<file path="src/design/dsos_params.svh">
// Constants of the drive status output selector: offsets, field slices,
// reset values and time bases. Definitions only; included by bare name.
`ifndef DSOS_PARAMS_SVH
`define DSOS_PARAMS_SVH

// ----------------------------------------------------------------------
// Register offsets (byte addresses, one aligned 32-bit word each)
// ----------------------------------------------------------------------
`define DSOS_ADDR_W         8
`define DSOS_OFS_SELECT     8'h00
`define DSOS_OFS_ZERO_SPD   8'h04
`define DSOS_OFS_SPD_CMP    8'h08
`define DSOS_OFS_BANDS      8'h0C
`define DSOS_OFS_MAX_SPD    8'h10
`define DSOS_OFS_TIMER      8'h14
`define DSOS_OFS_TEMP       8'h18
`define DSOS_OFS_TRQ_OL     8'h1C
`define DSOS_OFS_LOW_VOLT   8'h20
`define DSOS_OFS_STATUS     8'h24

// ----------------------------------------------------------------------
// Field slices
// ----------------------------------------------------------------------
`define DSOS_F_SEL_R1       4:0
`define DSOS_F_SEL_R2       12:8
`define DSOS_F_SEL_OC       20:16
`define DSOS_F_ZS_LEVEL     12:0
`define DSOS_F_ZS_BAND      22:16
`define DSOS_F_SC_LEVEL     17:0
`define DSOS_F_SC_BAND      30:24
`define DSOS_F_ARR_BAND     6:0
`define DSOS_F_AGR_BAND     14:8
`define DSOS_F_TRQ_BAND     22:16
`define DSOS_F_MAX_SPD      17:0
`define DSOS_F_T_RISE       15:0
`define DSOS_F_T_FALL       31:16
`define DSOS_F_MH_LEVEL     7:0
`define DSOS_F_MH_BAND      11:8
`define DSOS_F_HH_LEVEL     23:16
`define DSOS_F_HH_BAND      27:24
`define DSOS_F_THERM_SEL    31
`define DSOS_F_TRQ_LEVEL    11:0
`define DSOS_F_OL_LEVEL     23:16
`define DSOS_F_OL_TIME      28:24
`define DSOS_F_LV_LEVEL     9:0
`define DSOS_F_ST_FLAGS     17:0
`define DSOS_F_ST_OUTS      26:24

// ----------------------------------------------------------------------
// Reset values of the writable registers
// ----------------------------------------------------------------------
`define DSOS_RST_SELECT     32'h0001_0101
`define DSOS_RST_ZERO_SPD   32'h0005_0064
`define DSOS_RST_SPD_CMP    32'h0500_0000
`define DSOS_RST_BANDS      32'h0005_0505
`define DSOS_RST_MAX_SPD    32'h0000_4650
`define DSOS_RST_TIMER      32'h0001_0001
`define DSOS_RST_TEMP       32'h054B_058C
`define DSOS_RST_TRQ_OL     32'h0A96_0000
`define DSOS_RST_LOW_VOLT   32'h0000_0190

// ----------------------------------------------------------------------
// Scaling and time base
// ----------------------------------------------------------------------
`define DSOS_FUNC_COUNT     18
`define DSOS_FUNC_W         5
`define DSOS_PERMILLE       25'h00003E8
`define DSOS_TENTHS         8'h0A
`define DSOS_CLK_MHZ        100
`define DSOS_TICK_MS        100
`define DSOS_TICK_CYCLES    (`DSOS_TICK_MS * 1000 * `DSOS_CLK_MHZ)

`endif

</file>
<file path="src/design/dsos_pkg.sv">
// Types of the drive status output selector.
// Assumes dsos_params.svh is on the include path.
`include "dsos_params.svh"

package dsos_pkg;

  // Output function codes; code 0 and codes above 18 select nothing
  typedef enum logic [`DSOS_FUNC_W-1:0] {
    FN_NOT_USED   = 5'h01,
    FN_READY      = 5'h02,
    FN_ZERO_SPD   = 5'h03,
    FN_SPD_LEVEL  = 5'h04,
    FN_SPD_ABS    = 5'h05,
    FN_ARRIVAL    = 5'h06,
    FN_TIMER      = 5'h07,
    FN_UNDERVOLT  = 5'h08,
    FN_RUN        = 5'h09,
    FN_REGEN      = 5'h0A,
    FN_MOTOR_HOT  = 5'h0B,
    FN_SINK_HOT   = 5'h0C,
    FN_AGREE      = 5'h0D,
    FN_TRQ_DET    = 5'h0E,
    FN_TRQ_LIMIT  = 5'h0F,
    FN_OVERLOAD   = 5'h10,
    FN_STOP       = 5'h11,
    FN_STEADY     = 5'h12
  } func_code_t;

  // Measurements and state from the control core, same clock
  typedef struct packed {
    logic signed [17:0] speed;      // 0.1 rpm
    logic signed [17:0] set_speed;  // 0.1 rpm
    logic signed [12:0] torque;     // 0.1 % of rated torque
    logic        [11:0] current;    // 0.1 % of motor rated current
    logic        [7:0]  motor_temp; // deg C
    logic        [7:0]  sink_temp;  // deg C
    logic        [9:0]  dc_volt;    // V
    logic               running;
    logic               trip;
    logic               regen;
    logic               accel;
    logic               decel;
    logic               trq_sat;
  } core_status_t;

endpackage : dsos_pkg

</file>
<file path="src/design/drive_status_output_selector.sv">
// Status detection and output selection for three multi-function outputs.
// Assumes a control core on i_clk_sys and a register master on the same
// clock; the timer terminal is asynchronous.
//
// Functional notes
// - Each of three outputs carries one function, codes one to eighteen.
// - Output active while its selected function is true, else inactive.
// - Code one means unused; output carries nothing.
// - Ready true while operable; drops at once on trip.
// - Zero speed: level 0..480 rpm, band percent of max speed.
// - Speed level signed compare and magnitude compare against +-3600 rpm.
// - Speed level band 0.1..10 percent of maximum motor speed.
// - Arrival: motor inside band around set speed, band programmable.
// - Agreement: speed equals set speed within hysteresis band.
// - Timer output follows terminal with rise and fall delays.
// - Undervoltage while DC-link below low-voltage alarm level.
// - Run true while inverter running.
// - Regeneration true while motor regenerating.
// - Motor overheat above level 75..150 C with hysteresis band.
// - Motor overheat only alarms; active only with thermistor input selected.
// - Heatsink overheat above level 50..85 C with band; no trip.
// - Torque detect when regulator torque reaches level, with band.
// - Torque limit true while torque reference saturated.
// - Overload compares output current with level relative to rated current.
// - Overload sets and clears only after persisting the alarm time.
// - Stop true while inverter stopped.
// - Steady true while running, neither accelerating nor decelerating.
//
// Decided for this implementation: the register offsets and the address-and-strobe port.
`timescale 1ns/10ps
`include "dsos_params.svh"

// ----------------------------------------------------------------------
// Level comparator with hysteresis
// ----------------------------------------------------------------------
module level_hyst (
  input  wire logic               i_clk_sys,
  input  wire logic               i_rst,
  input  wire logic signed [19:0] i_value,
  input  wire logic signed [19:0] i_level,
  input  wire logic signed [19:0] i_band,
  input  wire logic               i_above,
  output logic                    o_flag
);
  logic signed [20:0] val_x;
  logic signed [20:0] lvl_x;
  logic signed [20:0] bnd_x;

  assign val_x = {i_value[19], i_value};
  assign lvl_x = {i_level[19], i_level};
  assign bnd_x = {i_band[19], i_band};

  always_ff @(posedge i_clk_sys) begin
    if (i_rst) begin
      o_flag <= 1'b0;
    end else if (i_above) begin
      if (val_x >= lvl_x) begin
        o_flag <= 1'b1;
      end else if (val_x < lvl_x - bnd_x) begin
        o_flag <= 1'b0;
      end
    end else begin
      if (val_x <= lvl_x) begin
        o_flag <= 1'b1;
      end else if (val_x > lvl_x + bnd_x) begin
        o_flag <= 1'b0;
      end
    end
  end
endmodule // level_hyst

// ----------------------------------------------------------------------
// Persistence timer: flag follows the condition once it has differed
// for i_target ticks; any return to agreement restarts the count
// ----------------------------------------------------------------------
module persist_timer (
  input  wire logic        i_clk_sys,
  input  wire logic        i_rst,
  input  wire logic        i_cond,
  input  wire logic        i_tick,
  input  wire logic [15:0] i_target,
  output logic             o_flag
);
  logic [15:0] cnt_r;

  always_ff @(posedge i_clk_sys) begin
    if (i_rst) begin
      cnt_r  <= 16'h0000;
      o_flag <= 1'b0;
    end else if (i_cond == o_flag) begin
      cnt_r  <= 16'h0000;
    end else if (cnt_r >= i_target) begin
      cnt_r  <= 16'h0000;
      o_flag <= i_cond;
    end else if (i_tick) begin
      cnt_r  <= cnt_r + 16'h0001;
    end
  end
endmodule // persist_timer

// ----------------------------------------------------------------------
// Top level
// ----------------------------------------------------------------------
module drive_status_output_selector #(
  parameter int TICK_CYCLES = `DSOS_TICK_CYCLES
) (
  input  wire logic                    i_clk_sys,
  input  wire logic                    i_rst,
  input  wire logic [`DSOS_ADDR_W-1:0] i_addr,
  input  wire logic [31:0]             i_wdata,
  input  wire logic                    i_wr,
  input  wire logic                    i_rd,
  output logic      [31:0]             o_rdata,
  input  wire dsos_pkg::core_status_t  i_core,
  input  wire logic                    i_timer_terminal,
  output logic                         o_relay_output_one,
  output logic                         o_relay_output_two,
  output logic                         o_open_collector_output
);

  // --------------------------------------------------------------------
  // Registers
  // --------------------------------------------------------------------
  logic [31:0] select_r;
  logic [31:0] zero_spd_r;
  logic [31:0] spd_cmp_r;
  logic [31:0] bands_r;
  logic [31:0] max_spd_r;
  logic [31:0] timer_r;
  logic [31:0] temp_r;
  logic [31:0] trq_ol_r;
  logic [31:0] low_volt_r;
  logic [`DSOS_FUNC_COUNT-1:0] flags;

  always_ff @(posedge i_clk_sys) begin
    if (i_rst) begin
      select_r   <= `DSOS_RST_SELECT;
      zero_spd_r <= `DSOS_RST_ZERO_SPD;
      spd_cmp_r  <= `DSOS_RST_SPD_CMP;
      bands_r    <= `DSOS_RST_BANDS;
      max_spd_r  <= `DSOS_RST_MAX_SPD;
      timer_r    <= `DSOS_RST_TIMER;
      temp_r     <= `DSOS_RST_TEMP;
      trq_ol_r   <= `DSOS_RST_TRQ_OL;
      low_volt_r <= `DSOS_RST_LOW_VOLT;
    end else if (i_wr) begin
      case (i_addr)
        `DSOS_OFS_SELECT:   select_r   <= i_wdata;
        `DSOS_OFS_ZERO_SPD: zero_spd_r <= i_wdata;
        `DSOS_OFS_SPD_CMP:  spd_cmp_r  <= i_wdata;
        `DSOS_OFS_BANDS:    bands_r    <= i_wdata;
        `DSOS_OFS_MAX_SPD:  max_spd_r  <= i_wdata;
        `DSOS_OFS_TIMER:    timer_r    <= i_wdata;
        `DSOS_OFS_TEMP:     temp_r     <= i_wdata;
        `DSOS_OFS_TRQ_OL:   trq_ol_r   <= i_wdata;
        `DSOS_OFS_LOW_VOLT: low_volt_r <= i_wdata;
        default: ;
      endcase
    end
  end

  // Read data stand only in the cycle after the strobe
  always_ff @(posedge i_clk_sys) begin
    if (i_rst || !i_rd) begin
      o_rdata <= 32'h0000_0000;
    end else begin
      case (i_addr)
        `DSOS_OFS_SELECT:   o_rdata <= select_r;
        `DSOS_OFS_ZERO_SPD: o_rdata <= zero_spd_r;
        `DSOS_OFS_SPD_CMP:  o_rdata <= spd_cmp_r;
        `DSOS_OFS_BANDS:    o_rdata <= bands_r;
        `DSOS_OFS_MAX_SPD:  o_rdata <= max_spd_r;
        `DSOS_OFS_TIMER:    o_rdata <= timer_r;
        `DSOS_OFS_TEMP:     o_rdata <= temp_r;
        `DSOS_OFS_TRQ_OL:   o_rdata <= trq_ol_r;
        `DSOS_OFS_LOW_VOLT: o_rdata <= low_volt_r;
        `DSOS_OFS_STATUS: begin
          o_rdata                 <= 32'h0000_0000;
          o_rdata[`DSOS_F_ST_FLAGS] <= flags;
          o_rdata[`DSOS_F_ST_OUTS]  <= {o_open_collector_output,
                                        o_relay_output_two,
                                        o_relay_output_one};
        end
        default:            o_rdata <= 32'h0000_0000;
      endcase
    end
  end

  // --------------------------------------------------------------------
  // Scaling helpers
  // --------------------------------------------------------------------
  // Band in 0.1 % of maximum speed to 0.1 rpm; a constant divider is
  // cheaper than a settable reciprocal and the band changes rarely
  function automatic logic signed [19:0] pct_of_max(
    input logic [17:0] max_spd,
    input logic [6:0]  band
  );
    logic [24:0] prod;
    prod = 25'({max_spd} * {band});
    prod = prod / `DSOS_PERMILLE;
    return {5'h00, prod[14:0]};
  endfunction

  function automatic logic signed [19:0] mag20(
    input logic signed [19:0] v
  );
    return v[19] ? -v : v;
  endfunction

  logic signed [19:0] spd_x;
  logic signed [19:0] err_x;
  logic signed [19:0] spd_abs;
  logic signed [19:0] err_abs;
  logic signed [19:0] sc_lvl;
  logic signed [19:0] zs_band;
  logic signed [19:0] sc_band;
  logic signed [19:0] arr_band;
  logic signed [19:0] agr_band;

  assign spd_x    = {{2{i_core.speed[17]}}, i_core.speed};
  assign err_x    = {{2{i_core.set_speed[17]}}, i_core.set_speed} - spd_x;
  assign spd_abs  = mag20(spd_x);
  assign err_abs  = mag20(err_x);
  assign sc_lvl   = {{2{spd_cmp_r[17]}}, spd_cmp_r[`DSOS_F_SC_LEVEL]};
  assign zs_band  = pct_of_max(max_spd_r[`DSOS_F_MAX_SPD],
                               zero_spd_r[`DSOS_F_ZS_BAND]);
  assign sc_band  = pct_of_max(max_spd_r[`DSOS_F_MAX_SPD],
                               spd_cmp_r[`DSOS_F_SC_BAND]);
  assign arr_band = pct_of_max(max_spd_r[`DSOS_F_MAX_SPD],
                               bands_r[`DSOS_F_ARR_BAND]);
  assign agr_band = pct_of_max(max_spd_r[`DSOS_F_MAX_SPD],
                               bands_r[`DSOS_F_AGR_BAND]);

  // --------------------------------------------------------------------
  // Comparators
  // --------------------------------------------------------------------
  logic zero_spd_flag;
  logic spd_level_flag;
  logic magnitude_speed_level_flag;
  logic arrival_flag;
  logic agree_flag;
  logic motor_hot_flag;
  logic sink_hot_flag;
  logic trq_flag;

  level_hyst u_zero (
    .i_clk_sys (i_clk_sys),
    .i_rst     (i_rst),
    .i_value   (spd_abs),
    .i_level   ({7'h00, zero_spd_r[`DSOS_F_ZS_LEVEL]}),
    .i_band    (zs_band),
    .i_above   (1'b0),
    .o_flag    (zero_spd_flag)
  );

  // A negative level detects speeds at or beyond it in reverse
  level_hyst u_spd_signed (
    .i_clk_sys (i_clk_sys),
    .i_rst     (i_rst),
    .i_value   (spd_x),
    .i_level   (sc_lvl),
    .i_band    (sc_band),
    .i_above   (~sc_lvl[19]),
    .o_flag    (spd_level_flag)
  );

  level_hyst u_spd_abs (
    .i_clk_sys (i_clk_sys),
    .i_rst     (i_rst),
    .i_value   (spd_abs),
    .i_level   (mag20(sc_lvl)),
    .i_band    (sc_band),
    .i_above   (1'b1),
    .o_flag    (magnitude_speed_level_flag)
  );

  level_hyst u_arrival (
    .i_clk_sys (i_clk_sys),
    .i_rst     (i_rst),
    .i_value   (err_abs),
    .i_level   (arr_band),
    .i_band    (arr_band),
    .i_above   (1'b0),
    .o_flag    (arrival_flag)
  );

  level_hyst u_agree (
    .i_clk_sys (i_clk_sys),
    .i_rst     (i_rst),
    .i_value   (err_abs),
    .i_level   (agr_band),
    .i_band    (agr_band),
    .i_above   (1'b0),
    .o_flag    (agree_flag)
  );

  level_hyst u_motor_hot (
    .i_clk_sys (i_clk_sys),
    .i_rst     (i_rst),
    .i_value   ({12'h000, i_core.motor_temp}),
    .i_level   ({12'h000, temp_r[`DSOS_F_MH_LEVEL]}),
    .i_band    ({16'h0000, temp_r[`DSOS_F_MH_BAND]}),
    .i_above   (1'b1),
    .o_flag    (motor_hot_flag)
  );

  level_hyst u_sink_hot (
    .i_clk_sys (i_clk_sys),
    .i_rst     (i_rst),
    .i_value   ({12'h000, i_core.sink_temp}),
    .i_level   ({12'h000, temp_r[`DSOS_F_HH_LEVEL]}),
    .i_band    ({16'h0000, temp_r[`DSOS_F_HH_BAND]}),
    .i_above   (1'b1),
    .o_flag    (sink_hot_flag)
  );

  level_hyst u_torque (
    .i_clk_sys (i_clk_sys),
    .i_rst     (i_rst),
    .i_value   (mag20({{7{i_core.torque[12]}}, i_core.torque})),
    .i_level   ({8'h00, trq_ol_r[`DSOS_F_TRQ_LEVEL]}),
    .i_band    ({13'h0000, bands_r[`DSOS_F_TRQ_BAND]}),
    .i_above   (1'b1),
    .o_flag    (trq_flag)
  );

  // --------------------------------------------------------------------
  // Time base, timer terminal and persistence timers
  // --------------------------------------------------------------------
  logic [31:0] tick_cnt_r;
  logic        tick_r;

  always_ff @(posedge i_clk_sys) begin
    if (i_rst) begin
      tick_cnt_r <= 32'h0000_0000;
      tick_r     <= 1'b0;
    end else if (tick_cnt_r >= 32'(TICK_CYCLES - 1)) begin
      tick_cnt_r <= 32'h0000_0000;
      tick_r     <= 1'b1;
    end else begin
      tick_cnt_r <= tick_cnt_r + 32'h0000_0001;
      tick_r     <= 1'b0;
    end
  end

  // Terminal level is taken only once the second and third stages agree
  logic tmr_s1_r;
  logic tmr_s2_r;
  logic tmr_s3_r;
  logic tmr_in_r;

  always_ff @(posedge i_clk_sys) begin
    if (i_rst) begin
      tmr_s1_r <= 1'b0;
      tmr_s2_r <= 1'b0;
      tmr_s3_r <= 1'b0;
      tmr_in_r <= 1'b0;
    end else begin
      tmr_s1_r <= i_timer_terminal;
      tmr_s2_r <= tmr_s1_r;
      tmr_s3_r <= tmr_s2_r;
      if (tmr_s2_r == tmr_s3_r) begin
        tmr_in_r <= tmr_s3_r;
      end
    end
  end

  logic        timer_flag;
  logic [15:0] timer_target;

  // Rising edge waits the rise delay, falling edge the fall delay
  assign timer_target = tmr_in_r ? timer_r[`DSOS_F_T_RISE]
                                 : timer_r[`DSOS_F_T_FALL];

  persist_timer u_timer (
    .i_clk_sys (i_clk_sys),
    .i_rst     (i_rst),
    .i_cond    (tmr_in_r),
    .i_tick    (tick_r),
    .i_target  (timer_target),
    .o_flag    (timer_flag)
  );

  logic        ol_over;
  logic        ol_flag;
  logic [15:0] ol_target;

  // Level in whole percent against current in tenths of a percent
  assign ol_over   = {4'h0, i_core.current} >=
                     16'({trq_ol_r[`DSOS_F_OL_LEVEL]} * `DSOS_TENTHS);
  assign ol_target = 16'({trq_ol_r[`DSOS_F_OL_TIME]} * `DSOS_TENTHS);

  persist_timer u_overload (
    .i_clk_sys (i_clk_sys),
    .i_rst     (i_rst),
    .i_cond    (ol_over),
    .i_tick    (tick_r),
    .i_target  (ol_target),
    .o_flag    (ol_flag)
  );

  // --------------------------------------------------------------------
  // Direct status flags
  // --------------------------------------------------------------------
  logic undervoltage_warning;
  logic ready_r;

  always_ff @(posedge i_clk_sys) begin
    if (i_rst) begin
      undervoltage_warning <= 1'b0;
      ready_r              <= 1'b0;
    end else begin
      undervoltage_warning <= i_core.dc_volt <
                              low_volt_r[`DSOS_F_LV_LEVEL];
      ready_r              <= ~i_core.trip;
    end
  end

  logic motor_overheat_warning;
  logic heatsink_overheat_warning;

  // Warnings feed outputs only; nothing here reaches the trip path
  assign motor_overheat_warning    = motor_hot_flag &
                                     temp_r[`DSOS_F_THERM_SEL];
  assign heatsink_overheat_warning = sink_hot_flag;

  // Bit k holds function code k+1
  always_comb begin
    flags     = '0;
    flags[0]  = 1'b0;
    flags[1]  = ready_r & ~i_core.trip;
    flags[2]  = zero_spd_flag;
    flags[3]  = spd_level_flag;
    flags[4]  = magnitude_speed_level_flag;
    flags[5]  = arrival_flag & i_core.running;
    flags[6]  = timer_flag;
    flags[7]  = undervoltage_warning;
    flags[8]  = i_core.running;
    flags[9]  = i_core.regen;
    flags[10] = motor_overheat_warning;
    flags[11] = heatsink_overheat_warning;
    flags[12] = agree_flag;
    flags[13] = trq_flag;
    flags[14] = i_core.trq_sat;
    flags[15] = ol_flag;
    flags[16] = ~i_core.running;
    flags[17] = i_core.running & ~i_core.accel & ~i_core.decel;
  end

  // --------------------------------------------------------------------
  // Output selection
  // --------------------------------------------------------------------
  function automatic logic pick(
    input logic [`DSOS_FUNC_W-1:0]    code,
    input logic [`DSOS_FUNC_COUNT-1:0] f
  );
    logic hit;
    hit = 1'b0;
    if (code >= dsos_pkg::FN_NOT_USED && code <= dsos_pkg::FN_STEADY) begin
      hit = f[code - 5'h01];
    end
    return hit;
  endfunction

  always_ff @(posedge i_clk_sys) begin
    if (i_rst) begin
      o_relay_output_one      <= 1'b0;
      o_relay_output_two      <= 1'b0;
      o_open_collector_output <= 1'b0;
    end else begin
      o_relay_output_one      <= pick(select_r[`DSOS_F_SEL_R1], flags);
      o_relay_output_two      <= pick(select_r[`DSOS_F_SEL_R2], flags);
      o_open_collector_output <= pick(select_r[`DSOS_F_SEL_OC], flags);
    end
  end

endmodule // drive_status_output_selector

</file>
<file path="config.mk">
export PLATFORM = sky130hd
export DESIGN_NAME = drive_status_output_selector
export DESIGN_NICKNAME = d
export VERILOG_FILES = /design/src/design/dsos_pkg.sv /design/src/design/drive_status_output_selector.sv
export VERILOG_INCLUDE_DIRS = /design/src /design/src/design
export SDC_FILE = /design/constraint.sdc
export NUM_CORES = 2
export LEC_CHECK = 0
export BUFFER_PORTS_ARGS = -buffer_cell sky130_fd_sc_hd__buf_2
export CORE_MARGIN = 2
export CORE_UTILIZATION = 55
export DETAILED_ROUTE_END_ITERATION = 10
export GPL_ROUTABILITY_DRIVEN = 0
export PLACE_DENSITY_LB_ADDON = 0.1
export SLEW_MARGIN = 5
export SYNTH_ARGS = -nofsm -noshare
export SYNTH_HDL_FRONTEND = slang
export SYNTH_HIERARCHICAL = 1
export SYNTH_SLANG_ARGS = --single-unit
</file>
<file path="constraint.sdc">
create_clock -name i_clk_sys -period 21.7 [get_ports i_clk_sys]
set_input_delay 3.255 -clock i_clk_sys [delete_from_list [all_inputs] [get_ports i_clk_sys]]
set_output_delay 3.255 -clock i_clk_sys [all_outputs]
set_load 0.05 [all_outputs]
</file>
# Word level (Yosys, flattened, before mapping)
# Cells that the tools add are included.
dict set report totals {
  ramBits 0
  in_bits 138
  elab_cells 186
  reg_bits 404
  output_inout_bits 35
  n_memories 0
  latch_bits 0
  rom_bits 0
}
dict set report op_classes {
  n_reduce_logical 32
  n_div 4
  shifts 0
  bitwise 14
  multipliers 6
  magnitude_cmp 32
  addsub 20
  mux 32
  eq_ne 13
}
# op n
set ops {}
lappend ops {{$pmux W32 S10} 1}
lappend ops {{$div A25 B10 Y25 const B} 4}
lappend ops {{$mul A18 B7 Y25} 4}
lappend ops {{$mux W20} 4}
lappend ops {{$gt A20 B17 Y1} 3}
lappend ops {{$lt A9 B21 Y1} 2}
lappend ops {{$le A20 B16 Y1} 2}
lappend ops {{$neg A18 Y20} 2}
lappend ops {{$add A15 B15 Y16} 2}
lappend ops {{$add A16 B1 Y16 const B} 2}
lappend ops {{$add A32 B1 Y32 const B} 1}
lappend ops {{$eq A8 B5 Y1 const B} 4}
lappend ops {{$ge A32 B24 Y1 const B} 1}
lappend ops {{$reduce_and A2 Y1} 12}
lappend ops {{$mux W1} 23}
lappend ops {{$lt A20 B21 Y1} 1}
lappend ops {{$sub A20 B16 Y21} 1}
lappend ops {{$ge A20 B13 Y1} 1}
lappend ops {{$ge A20 B20 Y1} 1}
lappend ops {{$le A20 B14 Y1} 1}
lappend ops {{$lt A20 B13 Y1} 1}
lappend ops {{$neg A13 Y20} 1}
lappend ops {{$neg A19 Y20} 1}
lappend ops {{$add A18 B16 Y19} 1}
lappend ops {{other kinds (37)} 77}

# Longest topological paths before layout
dict set report logic_depth {
  ltp_word 7
  ltp_mapped 87
  mapped_depth_nobuf 78
}

# Modules after synthesis
# Netlist, hierarchy kept.
# module seq_area_each_um2 cells_each n_inst area_per_inst_um2
set by_module_without_submodules {}
lappend by_module_without_submodules {drive_status_output_selector 7247.0 6807 1 51351.8}
lappend by_module_without_submodules {level_hyst 20.0 485 8 3573.4}
lappend by_module_without_submodules {{persist_timer at u_overload} 340.3 139 1 1174.9}
lappend by_module_without_submodules {{persist_timer at u_timer} 340.3 136 1 1156.1}

# Worst setup path after synthesis
# No wires, ideal clock.
dict set report synth_path {
  kind {flip-flop to flip-flop}
  startpoint {reg bands_r[11]}
  endpoint {reg u_agree.o_flag}
  n_path_buf 6
  path_slack_ns 2.711
  arrival_ns 18.896
  synth_period_minus_slack_ns 18.989
  setup_time_ns 0.092
  required_time_ns 21.608
  stages_incl_launch_ff 81
  path_cell_list {dfxtp_1 > clkbuf_1 > clkbuf_1 > nand2_1 > fa_1 > fa_1 > inv_1 > fa_1 > inv_1 > fa_1 > inv_1 > ha_1 > buf_4 > and2_1 > a221oi_1 > o21ai_1 > a21oi_1 > nand3_1 > [45 not listed] > ha_1 > inv_1 > fa_1 > o21bai_1 > a21oi_2 > o21bai_1 > a21oi_1 > o21ai_1 > a2111oi_0 > a311oi_1 > ha_1 > a21o_1 > nand3_1 > a21oi_1 > a211oi_1 > a31oi_1 > nand2b_1 > o32ai_1}
}
dict set report synth_via {
  elab_chain_cells 5
  word_cells_on_any_way 7
  cone_classes {add/sub: 1; mul: 1; div: 1; order compare: 2; mux: 1; reduce/logical: 1}
}
# element line
set synth_rtl {}
lappend synth_rtl {{start: declaration} drive_status_output_selector.sv:127} ;# logic [31:0] bands_r;
lappend synth_rtl {{start signal: assignment} drive_status_output_selector.sv:140} ;# bands_r <= `DSOS_RST_BANDS;
lappend synth_rtl {{start signal: assignment} drive_status_output_selector.sv:151} ;# `DSOS_OFS_BANDS: bands_r <= i_wdata;
lappend synth_rtl {{$mul A18 B7 Y25 *} drive_status_output_selector.sv:199} ;# prod = 25'({max_spd} * {band});
lappend synth_rtl {{$div A25 B10 Y25 (no source line) *} --}
lappend synth_rtl {{named net agr_band[14]} drive_status_output_selector.sv:218} ;# logic signed [19:0] agr_band;
lappend synth_rtl {{$add A15 B15 Y16} drive_status_output_selector.sv:65} ;# end else if (val_x > lvl_x + bnd_x) begin
lappend synth_rtl {{$gt A20 B17 Y1} drive_status_output_selector.sv:65}
lappend synth_rtl {{$reduce_bool A2 Y1 (no source line)} --}
lappend synth_rtl {{end signal: assignment} drive_status_output_selector.sv:60} ;# o_flag <= 1'b0;
lappend synth_rtl {{end signal: assignment} drive_status_output_selector.sv:64} ;# o_flag <= 1'b1;
lappend synth_rtl {{end signal: assignment} drive_status_output_selector.sv:66} ;# o_flag <= 1'b0;
lappend synth_rtl {{end: declaration} drive_status_output_selector.sv:43} ;# output logic o_flag
# Mark *: on every way through the listed nets, which the timed path passes. The rest lies on a longest branch.
# A chain may end at the register's enable or synchronous reset.

# Worst setup path in the final report
dict set report layout_path {
  startpoint {reg max_spd_r[11]}
  endpoint {reg u_agree.o_flag}
}
dict set report layout_via {
  elab_chain_cells 5
  word_cells_on_any_way 7
  cone_classes {add/sub: 1; mul: 1; div: 1; order compare: 2; mux: 1; reduce/logical: 1}
}
# element line
set layout_rtl {}
lappend layout_rtl {{start: declaration} drive_status_output_selector.sv:128} ;# logic [31:0] max_spd_r;
lappend layout_rtl {{start signal: assignment} drive_status_output_selector.sv:141} ;# max_spd_r <= `DSOS_RST_MAX_SPD;
lappend layout_rtl {{start signal: assignment} drive_status_output_selector.sv:152} ;# `DSOS_OFS_MAX_SPD: max_spd_r <= i_wdata;
lappend layout_rtl {{$mul A18 B7 Y25 *} drive_status_output_selector.sv:199}
lappend layout_rtl {{$div A25 B10 Y25 (no source line) *} --}
lappend layout_rtl {{named net agr_band[2]} drive_status_output_selector.sv:218}
lappend layout_rtl {{$add A15 B15 Y16} drive_status_output_selector.sv:65}
lappend layout_rtl {{$gt A20 B17 Y1} drive_status_output_selector.sv:65}
lappend layout_rtl {{$reduce_bool A2 Y1 (no source line)} --}
# Marks and branches as above.

==> results_dict.tcl <==
set metrics [dict create \
    areaGrowthSynthToFinish_pct 7.946 \
    final_util_pct 59.93 \
    setup-violations-final 0 \
    syn_inst 10960 \
    crit_fanout 17 \
    drc 0 \
    min_from "tmr_s3_r" \
    die-area_sq_um 152700 \
    std_cell_rows 141 \
    synthFlopType "dfxtp_1" \
    ant_nets 0 \
    h-tree-depth 2 \
    max-slew-margin-rel_pct 20.08 \
    synth_seq_cells 404 \
    drtIter0Drc 7483 \
    start_kind "flip-flop" \
    critPathKind "flip-flop to flip-flop" \
    wl_per_cell_microns 19.82 \
    syn_area_sq_um 82270 \
    syn_avg_cell_area_sq_um 7.505 \
    mostFrequentLayoutCells "1252 x nand2_1, 1082 x ha_1, 910 x inv_1" \
    wl_met3_microns 24020 \
    antenna_found_initial 32 \
    cp_common_cell "fa_1" \
    max_cap_violations 0 \
    ir_worst_vdd_mv 0.06723 \
    status "completed" \
    power_leakage_nw 38.73 \
    hold_class "flip-flop to flip-flop" \
    grt_util_all_layers_pct 33.08 \
    clk_path_buf_depth 3 \
    crit_path_top_delay_cell "or4_1" \
    synth_top_area_share_pct 16.49 \
    finalCritPeriodShare_pct 95.38 \
    io_pins 173 \
    vias 83000 \
    nets 12860 \
    crit_arrival_ns 21.26 \
    yosys_warnings 6 \
    drt_wl_total_microns 263200 \
    pre_cts_ws_ns -0.2238 \
    synth.distinct_cells 159 \
    rr_startpoint "max_spd_r[11]" \
    final_common_cell "nand2_1" \
    finalCriticalPeriod_ns 20.70 \
    async_flop_share_pct 0 \
    drt-pass1-iter-count 9 \
    fin_cells 13280 \
    endpoint_kind "flip-flop" \
    grt_remaining_overflow 0 \
    wl_met2_microns 117800 \
    synth-edff-count 0 \
    grt_max_degree 179 \
    powerDensity_nw_per_um2 34.35 \
    viasPerCell 6.248 \
    fmax_mhz 48.32 \
    synth_area_leaders "ha_1 16%, dfxtp_1 9.8%, fa_1 8.2%" \
    die_w_microns 390.8 \
    synth_top_area_cell "ha_1" \
    hold_ws_ns 0.4543 \
    dr.max_layer_used "met5" \
    fin_ws_ns 1.003 \
    cts_tree "done" \
    core_area_sq_um 148200 \
    clkLatencyLatePin_ns 0.65 \
    clk_pin_slew_ns 0.09 \
    grt_first_pass_wirelength_microns 414100 \
    die_h_microns 390.8 \
    drv_slew 0 \
    skew_ns 0.04060 \
    cpPeakStageDelay_ns 0.65 \
    wl_met1_microns 109600 \
    yosysSeqAreaShare_pct 9.831 \
    hold_viol 0 \
    initial_core_util_pct 55.52 \
    grt_pass1_vias 77160 \
    post-dp-hpwl_microns 204800 \
    dp_cells 13150 \
    numClockSinks 404 \
    tightest_slew_ns 1.196 \
    layout-drive-gt1-share_pct 8.528 \
    final_area_sq_um 88810 \
    critPathLaunch "max_spd_r[11]" \
    cts-buffers-inserted 45 \
    placed_area_sq_um 86100 \
    root_buffer "clkbuf_16" \
    critPathRequiredTime_ns 22.26 \
    port_buffers 172 \
]
==> area by class of cell <==
type,instances,area [sq um]
multi-input combinational,9593,71150
fill,13750,59380
sequential,404,8143
inverter,933,3515
tap,1930,2415
timing repair buffer,327,2058
clock buffer,62,1260
clock inverter,20,235.2
antenna,14,35.03
==> metrics by stage <==
stage	power [mW]	TNS, ns
floorplan	1.877	0
global placement	2.154	0
detailed placement	2.186	-0.2270
CTS	2.989	0
global route	3.274	-0.2424
finish	3.051	0
==> flip-flops by register name, indices dropped and copies added (netlist names), 16 cells and up <==
name / count
bands_r: 32
low_volt_r: 32
max_spd_r: 32
o_rdata: 32
select_r: 32
spd_cmp_r: 32
temp_r: 32
tick_cnt_r: 32
timer_r: 32
trq_ol_r: 32
u_overload/cnt_r: 16
u_timer/cnt_r: 16
zero_spd_r: 32
==> path summary, 6_finish.rpt <==
path               endpoint  slack [ns]  cells past startpoint
min reg2reg        tmr_in_r        0.45                      2
max reg2reg  u_agree/o_flag        1.00                     74
min                tmr_in_r        0.45                      2
max          u_agree/o_flag        1.00                     74
==> power by group <==
group	switching (mW)	internal [mW]	leakage, nW
registers	0.0163	0.746	3.27
clock network	0.361	0.439	0.733
logic	0.855	0.632	34.7
==> critical path, delay by kind of cell (launching register included) <==
| kind | cells | cell delay (ns) |
|---|---|---|
| xor+xnor | 2 | 0.39 |
| buf+inv | 7 | 0.75 |
| flops | 1 | 0.46 |
| compound gates | 35 | 9.00 |
| fa+ha+maj | 8 | 3.51 |
| simple gates | 18 | 5.06 |
| mux | 4 | 1.41 |
==> cell usage after synthesis, drive strengths merged (133+ instances only) <==
| library cell | instances |
|---|---|
| a21oi | 872 |
| and2 | 487 |
| nor3 | 237 |
| xor2 | 149 |
| xnor2 | 426 |
| a21o | 201 |
| dfxtp | 404 |
| nor4 | 147 |
| a31oi | 157 |
| ha | 1084 |
| o21ai | 466 |
| nor2 | 696 |
| inv | 930 |
| clkbuf | 366 |
| nand4 | 164 |
| nand3 | 231 |
| buf | 133 |
| fa | 335 |
| nand2 | 1262 |
==> layer usage <==
metal	GRT usage, %	vias to the layer above
li1	-	39630
met1	42.71	39160
met2	53.99	3513
met3	6.341	671
met4	13.44	18
met5	0	-
==> cell families after synthesis <==
family                     after synthesis  synth area share (%)
other                                    2              0.009128
muxes                                  151                 2.112
buffers and inverters                 1432                 6.920
adders and majority gates             1431                 24.79
DFF                                    404                 9.831
AOI/OAI and AO/OA                     3071                 26.30
xor gates and xnor gates               575                 6.158
and+or+nand+nor                       3896                 23.89
==> timing repair <==
| action | CTS | global route |
|---|---|---|
| pin swaps | 0 | 25 |
| setup buffers | 0 | 38 |
| setup endpoints to repair | 2 | 5 |
| hold buffers | 0 | 0 |
| resized for setup | 5 | 181 |
Note: power is estimated with default switching activity, not from simulation.
